==> config.mk <==
export PLATFORM = sky130hd
export DESIGN_NAME = sibc_sleep_ctrl
export DESIGN_NICKNAME = d
export VERILOG_FILES = /design/src/hdl/sibc_pkg.sv /design/src/hdl/sibc_wake_timer.sv /design/src/hdl/sibc_sleep_ctrl.sv
export VERILOG_INCLUDE_DIRS = /design/src /design/src/hdl
export SDC_FILE = /design/constraint.sdc
export NUM_CORES = 1
export LEC_CHECK = 0
export ABC_CLOCK_PERIOD_IN_PS = 5500
export BUFFER_PORTS_ARGS = -buffer_cell sky130_fd_sc_hd__clkbuf_2
export CAP_MARGIN = 20
export CORE_MARGIN = 2
export CORE_UTILIZATION = 54
export CTS_CLUSTER_DIAMETER = 150
export DETAILED_ROUTE_END_ITERATION = 12
export PLACE_DENSITY = 0.83
export SYNTH_ARGS = -nofsm -noshare
export SYNTH_HDL_FRONTEND = slang
export SYNTH_SLANG_ARGS = --single-unit
export TNS_END_PERCENT = 5
==> constraint.sdc <==
create_clock -name i_clk -period 5.5 [get_ports i_clk]
set_clock_uncertainty 0.2 [all_clocks]
set_input_delay 0.275 -clock i_clk [delete_from_list [all_inputs] [get_ports i_clk]]
set_output_delay 0.275 -clock i_clk [all_outputs]
set_load 0.005 [all_outputs]
==> src/hdl/sibc_defines.svh <==
`ifndef SIBC_DEFINES_SVH
`define SIBC_DEFINES_SVH
// Summary of operation
// - An enabled brown-out detector keeps watching the supply in sleep unless software asked to stop it.
// - The software stop request only acts in the sleep modes that allow it.
// - With the stop request active, the detector turns off as soon as sleep is entered.
// - Any wake-up turns the detector back on with no software help.
// - If the detector was off in sleep, wake-up is stretched to about 60 us before code runs.
// - The sleep-disable bit turns the detector off in eligible modes when one, keeps it on when zero, and resets to zero.
// - The sleep-disable bit only changes through the timed enable sequence; other writes are ignored.
// - Sleep mode code 00 with the sleep instruction enters Idle.
// - Idle gates the core and program memory clocks and leaves all other clocks running.
// - Idle keeps the serial, comparator, converter, start detect, async timer, watchdog and interrupts running.
// - Any enabled external, peripheral or comparator interrupt ends Idle; the noise wake source does not.
// - Entering Idle with the converter enabled starts a conversion.
// - The comparator power-down bit powers the comparator off so it cannot wake Idle.
// - Sleep mode code 01 enters noise reduction, halts io, core and program clocks, and starts a conversion if the converter is enabled.
// - Unused upper bits 7:3 of the sleep control register read as zero.

// ----------------------------------------------------------------
// Codes and timing
// ----------------------------------------------------------------
`define SIBC_SM_IDLE        2'h0
`define SIBC_SM_NOISE       2'h1
`define SIBC_SM_POWER_DOWN  2'h2
`define SIBC_SM_STANDBY     2'h3
`define SIBC_SCR_RESET      8'h00
`define SIBC_SM_LSB         1
`define SIBC_SE_BIT         0
`define SIBC_WINDOW_CYCLES  3'h4
`define SIBC_CLK_NS         20
`define SIBC_WAKE_BOD_NS    60000
`define SIBC_WAKE_BOD_CYC   ((`SIBC_WAKE_BOD_NS + `SIBC_CLK_NS - 1) / `SIBC_CLK_NS)
`define SIBC_WAKE_CYC       1
`endif

==> src/hdl/sibc_pkg.sv <==
package sibc_pkg;
  typedef enum logic [1:0] {
    SIBC_RUN,
    SIBC_SLEEP,
    SIBC_WAKE
  } sibc_state_type;

  // Clock gate enables, one per domain
  typedef struct packed {
    logic core;
    logic program_memory;
    logic peripheral_io;
    logic peripheral;
  } sibc_clk_en_type;

  // Core writes toward the block
  typedef struct packed {
    logic       scr_we;
    logic [7:0] scr_wdata;
    logic       brownout_sleep_disable_we;
    logic       brownout_sleep_disable_wdata;
    logic       brownout_sleep_disable_enable_we;
  } sibc_wr_type;
endpackage

==> src/hdl/sibc_wake_timer.sv <==
`timescale 1ns/1ps
`include "sibc_defines.svh"
module sibc_wake_timer (
  // Clock and reset
  input  wire logic        i_clk,
  input  wire logic        i_resetn,
  // Control
  input  wire logic        i_start,
  input  wire logic [11:0] i_cycles,
  // Status
  output logic             o_done
);
  logic [11:0] count_reg;
  logic        busy_reg;
  wire         last_w = busy_reg && (count_reg <= 12'h001);

  always_ff @(posedge i_clk or negedge i_resetn) begin
    if (!i_resetn) begin
      count_reg <= 12'h000;
      busy_reg  <= 1'b0;
    end else if (i_start) begin
      count_reg <= i_cycles;
      busy_reg  <= 1'b1;
    end else if (busy_reg) begin
      count_reg <= count_reg - 12'h001;
      busy_reg  <= !last_w;
    end
  end

  assign o_done = last_w;
endmodule

==> src/hdl/sibc_sleep_ctrl.sv <==
`timescale 1ns/1ps
`include "sibc_defines.svh"
module sibc_sleep_ctrl (
  // Clock and reset
  input  wire logic                     i_clk,
  input  wire logic                     i_resetn,
  // Core side
  input  wire logic                     i_sleep_instr,
  input  wire sibc_pkg::sibc_wr_type    i_wr,
  output logic [7:0]                    o_sleep_control_reg,
  output logic                          o_brownout_sleep_disable,
  output logic                          o_core_stall,
  // Fuses and peripheral controls
  input  wire logic                     i_brownout_level_fuse_en,
  input  wire logic                     i_adc_enable,
  input  wire logic                     i_comparator_power_down,
  // Wake sources, already enabled and synchronous
  input  wire logic                     i_ext_irq,
  input  wire logic                     i_periph_irq,
  input  wire logic                     i_comparator_irq,
  input  wire logic                     i_noise_wake_irq,
  // Outputs to the system
  output sibc_pkg::sibc_clk_en_type     o_clk_en,
  output logic                          o_brownout_detector_en,
  output logic                          o_comparator_power,
  output logic                          o_adc_start,
  output logic [1:0]                    o_sleep_mode
);
  import sibc_pkg::*;

  // ----------------------------------------------------------------
  // State
  // ----------------------------------------------------------------
  sibc_state_type state_reg;
  sibc_state_type state_next;
  logic [2:0]     scr_reg;
  logic           brownout_sleep_disable_reg;
  logic [2:0]     window_reg;
  logic           bod_off_reg;
  logic           adc_start_reg;
  logic [1:0]     mode_reg;
  logic           timer_done;

  function automatic logic brownout_sleep_disable_allowed(input logic [1:0] mode);
    brownout_sleep_disable_allowed = (mode == `SIBC_SM_POWER_DOWN) || (mode == `SIBC_SM_STANDBY);
  endfunction

  // ----------------------------------------------------------------
  // Decode
  // ----------------------------------------------------------------
  wire [1:0] sm_sel_w     = scr_reg[`SIBC_SM_LSB +: 2];
  wire       sleep_en_w   = scr_reg[`SIBC_SE_BIT];
  wire       enter_w      = (state_reg == SIBC_RUN) && i_sleep_instr && sleep_en_w;
  wire       window_open_w = (window_reg != 3'h0);
  wire       comp_wake_w  = i_comparator_irq && !i_comparator_power_down;
  wire       idle_wake_w  = i_ext_irq || i_periph_irq || comp_wake_w;
  wire       noise_wake_w = i_ext_irq || i_noise_wake_irq;
  wire       deep_wake_w  = i_ext_irq;
  wire       wake_w       = (mode_reg == `SIBC_SM_IDLE)  ? idle_wake_w :
                            (mode_reg == `SIBC_SM_NOISE) ? noise_wake_w : deep_wake_w;
  wire       sleeping_w   = (state_reg == SIBC_SLEEP);
  wire       turn_off_w   = enter_w && brownout_sleep_disable_reg && brownout_sleep_disable_allowed(sm_sel_w);
  wire       adc_go_w     = enter_w && i_adc_enable &&
                            ((sm_sel_w == `SIBC_SM_IDLE) || (sm_sel_w == `SIBC_SM_NOISE));
  wire [11:0] wake_cyc_w  = bod_off_reg ? 12'(`SIBC_WAKE_BOD_CYC)
                                        : 12'(`SIBC_WAKE_CYC);

  always_comb begin
    state_next = state_reg;
    unique case (state_reg)
      SIBC_RUN:   if (enter_w) state_next = SIBC_SLEEP;
      SIBC_SLEEP: if (wake_w) state_next = SIBC_WAKE;
      SIBC_WAKE:  if (timer_done) state_next = SIBC_RUN;
    endcase
  end

  // ----------------------------------------------------------------
  // Registers
  // ----------------------------------------------------------------
  always_ff @(posedge i_clk or negedge i_resetn) begin
    if (!i_resetn) begin
      state_reg <= SIBC_RUN;
      scr_reg   <= 3'(`SIBC_SCR_RESET);
      mode_reg  <= 2'h0;
    end else begin
      state_reg <= state_next;
      if (i_wr.scr_we) begin
        scr_reg <= i_wr.scr_wdata[2:0];
      end
      if (enter_w) begin
        mode_reg <= sm_sel_w;
      end
    end
  end

  // Protected write: enable opens the window, expiry shuts it
  always_ff @(posedge i_clk or negedge i_resetn) begin
    if (!i_resetn) begin
      brownout_sleep_disable_reg   <= 1'b0;
      window_reg <= 3'h0;
    end else begin
      if (i_wr.brownout_sleep_disable_enable_we) begin
        window_reg <= `SIBC_WINDOW_CYCLES;
      end else if (window_open_w) begin
        window_reg <= window_reg - 3'h1;
      end
      if (i_wr.brownout_sleep_disable_we && window_open_w && !i_wr.brownout_sleep_disable_enable_we) begin
        brownout_sleep_disable_reg <= i_wr.brownout_sleep_disable_wdata;
      end
    end
  end

  // Detector is off only from sleep entry to wake; wake always restores it
  always_ff @(posedge i_clk or negedge i_resetn) begin
    if (!i_resetn) begin
      bod_off_reg   <= 1'b0;
      adc_start_reg <= 1'b0;
    end else begin
      if (turn_off_w) begin
        bod_off_reg <= 1'b1;
      end else if (state_reg == SIBC_WAKE && timer_done) begin
        bod_off_reg <= 1'b0;
      end
      adc_start_reg <= adc_go_w;
    end
  end

  sibc_wake_timer u_wake_timer (
    .i_clk    (i_clk),
    .i_resetn (i_resetn),
    .i_start  (sleeping_w && wake_w),
    .i_cycles (wake_cyc_w),
    .o_done   (timer_done)
  );

  // ----------------------------------------------------------------
  // Outputs
  // ----------------------------------------------------------------
  // Detector stays on during the wake delay so it settles before code runs
  assign o_brownout_detector_en = i_brownout_level_fuse_en &&
                                  !(sleeping_w && bod_off_reg);
  assign o_sleep_control_reg     = {5'h00, scr_reg};
  assign o_brownout_sleep_disable = brownout_sleep_disable_reg;
  assign o_core_stall            = (state_reg != SIBC_RUN);
  assign o_clk_en.core           = !sleeping_w;
  assign o_clk_en.program_memory = !sleeping_w;
  assign o_clk_en.peripheral_io  = !(sleeping_w && mode_reg != `SIBC_SM_IDLE);
  assign o_clk_en.peripheral     = !sleeping_w || (mode_reg == `SIBC_SM_IDLE)
                                   || (mode_reg == `SIBC_SM_NOISE);
  assign o_comparator_power      = !i_comparator_power_down;
  assign o_adc_start             = adc_start_reg;
  assign o_sleep_mode            = mode_reg;
endmodule

; ---- Word-level counts from Yosys, hierarchy flattened
; Index checks and enable logic that the tools add are counted.
[classes]
n_addsub = 2
mul = 0
div_mod_pow = 0
order_cmp = 1
n_eq_ne = 9
n_shift = 0
mux = 15
bitwise = 0
reduce_logical = 38
[ops]
columns = operator, n
row1 = two-way mux 12 bit, 3
row2 = logical AND 1 bit, 15
row3 = "less-or-equal comparator 12 x 1 -> 1 bit, second input constant", 1
row4 = "subtractor 12 x 1 -> 12 bit, second input constant", 1
row5 = nonzero test 2 bit, 5
row6 = logical OR 1 bit, 7
row7 = "== test 2 x 1 -> 1 bit, second input constant", 3
row8 = "== test 2 bit, second input constant", 3
row9 = zero test 1 bit, 6
row10 = zero test 2 bit, 3
row11 = two-way mux 1 bit, 6
row12 = two-way mux 2 bit, 3
row13 = two-way mux 3 bit, 2
row14 = "inequality test 2 bit, second input constant", 3
row15 = one-hot mux 2 bit (3 select lines), 1
row16 = AND reduction 3 bit, 1
row17 = nonzero test 3 bit, 1
row18 = "subtractor 3 x 1 -> 3 bit, second input constant", 1
[word_totals]
reg_bits = 26
latchBits = 0
ram_bits = 0
romBits = 0
input_bits = 22
out_inout_bits = 19
wordCells = 74
mem_count = 0

; ---- Logic depth before layout (Yosys ltp)
[logic_depth]
ltp_word = 6
ltp_mapped = 7
depth_no_buf = 7

; ---- Modules after synthesis
; A second synthesis with hierarchy kept.
[unflattened]
hier_cells = 153
area_unflattened_um2 = 1498.9
[by_module_without_submodules]
columns = module, instances, cells_each, area_each_um2, seq_area_each_um2
row1 = sibc_wake_timer, 1, 84, 760.7, 325.3
row2 = sibc_sleep_ctrl, 1, 69, 738.2, 325.3

; ---- Least setup slack after synthesis
; Ideal clock, no wire load.
[synth_path]
kind = register to register
start = register u_wake_timer.count_reg[0]
end = register state_reg[1]
setup_ns = 0.125
arrival_ns = 1.683
t_required_ns = 5.175
setup_slack_ns = 3.491
path_stages_with_launch = 8
n_path_buf = 0
synth_period_minus_slack_ns = 2.009
path_cell_list = dfrtp_1 -> inv_1 -> ha_1 -> nor2_1 -> and4bb_2 -> a21boi_1 -> a221o_1 -> mux2_4
[synth_via]
elab_chain_cells = 4
[synth_rtl]
columns = element, line
row1 = from (decl), sibc_wake_timer.sv:13  ; logic [11:0] count_reg;
row2 = from (signal assigned), sibc_wake_timer.sv:22  ; count_reg <= i_cycles;
row3 = from (signal assigned), sibc_wake_timer.sv:25  ; count_reg <= count_reg - 12'h001;
row4 = less-or-equal comparator 12 x 1 -> 1 bit, sibc_wake_timer.sv:15  ; wire last_w = busy_reg && (count_reg <= 12'h001);
row5 = logical AND 1 bit, sibc_wake_timer.sv:15
row6 = inequality test 2 bit (no source line), --
row7 = AND reduction 3 bit (no source line), --
row8 = to (signal assigned), sibc_sleep_ctrl.sv:86  ; state_reg <= state_next;
row9 = to (decl), sibc_sleep_ctrl.sv:34  ; sibc_state_type state_reg;
; Every way passes these cells.
; A chain may end at the register's enable or synchronous reset.

; ---- Worst setup path after layout
; Ends and elaborated chain as after synthesis.

==> run_results.csv <==
group,metric,value,unit
clocking,cts-htree-levels,1,
cells_and_area,diodes,0,
cells_and_area,drive_gt1_frac,0.260,
floorplanning,fp.dieH,54.9,µm
floorplanning,initial_core_util,0.569,
place,dpl_cell_area,1560,µm²
yosys,synth_most_common_cell,"dfrtp_1",
timing,tightestPinTransition,0.637,ns
route,viasPerCell,5.31,
cells_and_area,largest_reg_flops,12,
floorplanning,core,2450,µm²
clocking,cts_buffer_depth,2,
cells_and_area,areaGrowthSynthToFinish,20.1,%
clocking,clock_sinks,26,
timing,finalHoldViolCount,0,
yosys,yosysUniqueCellTypes,37,
clocking,cts.repair.resized,0,
timing,rsz0062_at_grt,"no",
hold_path,min_path_type,"input port to flop",
critical_path,cp-start-kind,"flop",
place,gp_congestion,0.834,
timing,slew_headroom,0.575,
timing,setup_violations,0,
clocking,cts_buffers,3,
timing,drv_slew,0,
route,drtIter0Drc,14,
yosys,netlist_instances,134,
yosys,synth_area_leader_cell,"dfrtp_1",
yosys,synth_edf_count,0,
global_route,antenna_found_initial,0,
power_and_ir_drop,irDropWorstVdd,370,µV
floorplanning,num_io_pins,41,
clocking,cts_tree,"yes",
clocking,post_cts_buffers,0,
yosys,synth_warnings,0,
global_route,grt_overflow,0,
cells_and_area,finish.net_count,204,
yosys,synthAdderAreaFrac,0.0716,
yosys,synth_compound_area_frac,0.107,
place,hpwl,2070,µm
timing,fmax,460,MHz
timing,min_period,2.18,ns
global_route,grt_max_degree,27,
critical_path,worst_ep_arrival_time,2.20,ns
critical_path,worst_setup_path_end_kind,"flop",
yosys,ys_ff_latch,26,
critical_path,cp_max_fo,6,
critical_path,cp_slowest_cell,"dfrtp_1",
yosys,synth.top_cells.by_count,"dfrtp_1 (26), nor2_1 (17), inv_1 (11)",
floorplanning,fp-row-count,18,
critical_path,critPathBufInv,1,
floorplanning,die_x,54.9,µm
route,wire_per_inst,13.6,µm
clocking,hold_buffers,7,
clocking,root_buffer,"clkbuf_4",
global_route,grt_pass1_vias,1081,
power_and_ir_drop,p_leak,0.792,nW
route,remaining_drc_errors,0,
critical_path,cp.required,5.52,ns
yosys,synth.yosys.seq_area_share,0.466,
place,portBuffers,30,
yosys,synth.area.top_cells,"dfrtp_1 (47%), ha_1 (7.2%), mux2_2 (4.8%), nor2_1 (4.6%), xor2_1 (4.4%)",
global_route,grt_usage,0.223,
critical_path,cp_slowest_stage_delay,0.46,ns
route,detail-route-antenna-nets,0,
critical_path,cp_cell_sequence,"inv_1 -> ha_1 -> nor2_1 -> and4bb_2 -> a21boi_1 -> a221o_1 -> mux2_4",
yosys,synthFlopType,"dfrtp_1",
timing,tns,0,ns
cells_and_area,num-fill-cells,176,
yosys,synth_top_family_by_area,"simple AND/OR/NAND/NOR gates",
route,drt-pass1-iter-count,4,
yosys,synthSimpleGateAreaFrac,0.157,
power_and_ir_drop,power_density,435,nW/µm²
route,num_vias,1078,
floorplanning,die_area,3010,µm²
route,wl,2760,µm
yosys,synth_area,1400,µm²
yosys,yosys.area_share.xor_xnor,0.0689,
yosys,yosysTopAreaCellShare,0.466,
global_route,grt_pass1_wl,4740,µm
critical_path,cp_top_family,"flip-flops",
yosys,avgSynthCellArea,10.4,µm²
clocking,clkTransAtPathRegs,0.14,ns
cells_and_area,fin_area,1680,µm²
clocking,worstSkewPairLatency,0.32,ns
yosys,synthArstFlopShare,1.00,
flow_run,maxCapViolations,0,
critical_path,critPathKind,"flop to flop",
outcome,status,"complete, no violations",
timing,min_period_over_period,0.396,
yosys,synthMuxAreaShare,0.0662,
per-stage QoR:
step            util  worst slack [ns]  power [mW]  hold WS, ns  std cells
2_1_floorplan      -              3.49       0.507       -0.221        138
3_3_place_gp   0.634              3.38       0.576        0.118        192
3_5_place_dp   0.634              3.36       0.596        0.123        192
4_1_cts        0.683              3.33       0.732       0.0390        203
5_1_grt        0.683              3.26       0.785       0.0268        203
6_report       0.683              3.32       0.729       0.0519        203
layout make-up:
class	count	area, µm²	area share
multi-input cells	95	676	0.403
flip-flops and latches	26	651	0.388
repair buffers	37	220	0.131
inverters	11	41.3	0.0246
well taps	30	37.5	0.0224
clock inverters	1	30.0	0.0179
clock buffers	3	22.5	0.0134
cell families (layout without fill, tap and decap cells):
group | after synthesis | count (layout)
and+or+nand+nor | 42 | 42
DFF | 26 | 26
AOI/OAI and AO/OA | 21 | 21
buffers and inverters | 17 | 52
xor gates and xnor gates | 11 | 11
adders and majority gates | 8 | 8
muxes | 8 | 8
other | 1 | 5
power by group:
part,switching [mW],internal [mW]
registers,0.0555,0.242
clock network,0.0577,0.0737
logic,0.155,0.145
total,0.268,0.461
placed cells by master (no fill, tap or decap):
cell type / count
nand2b_1: 1
nor4_1: 1
xnor2_1: 4
o21a_1: 1
o31ai_1: 1
a21boi_0: 1
nor3b_4: 1
and4bb_2: 1
dfrtp_1: 26
nor2_1: 17
a21boi_1: 1
nand4_1: 1
mux2_2: 6
o21ai_0: 3
and3_1: 1
nor3b_1: 1
mux2i_1: 1
a31oi_1: 1
xor2_1: 7
nand3_1: 3
a211oi_1: 2
clkbuf_2: 30
a21o_1: 1
and2_4: 1
nor3_1: 3
mux2_4: 1
a21oi_1: 7
o41ai_1: 1
nand3b_1: 1
clkbuf_4: 3
nand4b_1: 1
a221o_1: 1
ha_1: 8
o31ai_4: 1
nor2b_1: 1
bufinv_16: 1
nand2_1: 8
inv_1: 11
dlygate4sd3_1: 7
conb_1: 5
final timing paths:
check                      depth (start not counted)                                     to  slack, ns                             startpoint
max                                                7               state_reg[1]$_DFFE_PN0P_       3.32  u_wake_timer.count_reg[0]$_DFFE_PN0P_
min                                                2                 scr_reg[1]$_DFFE_PN0P_       0.05                               i_wr[11]
max reg2reg                                        7               state_reg[1]$_DFFE_PN0P_       3.32  u_wake_timer.count_reg[0]$_DFFE_PN0P_
min reg2reg                                        1              window_reg[2]$_DFFE_PN0P_       0.31              window_reg[2]$_DFFE_PN0P_
max in group asynchronous                          2   o_brownout_sleep_disable$_DFFE_PN0P_       4.40                               i_resetn
min in group asynchronous                          2  u_wake_timer.count_reg[5]$_DFFE_PN0P_       0.29                               i_resetn
per-layer routing:
metal / vias to the layer above / share of wire / GRT usage
met5: - / 0 / 0
met4: 0 / 0.0036 / 0.0625
met3: 2 / 0.041 / 0.0273
met2: 28 / 0.53 / 0.401
met1: 526 / 0.43 / 0.277
li1: 522 / - / -
Note: power is estimated with default switching activity, not from simulation.
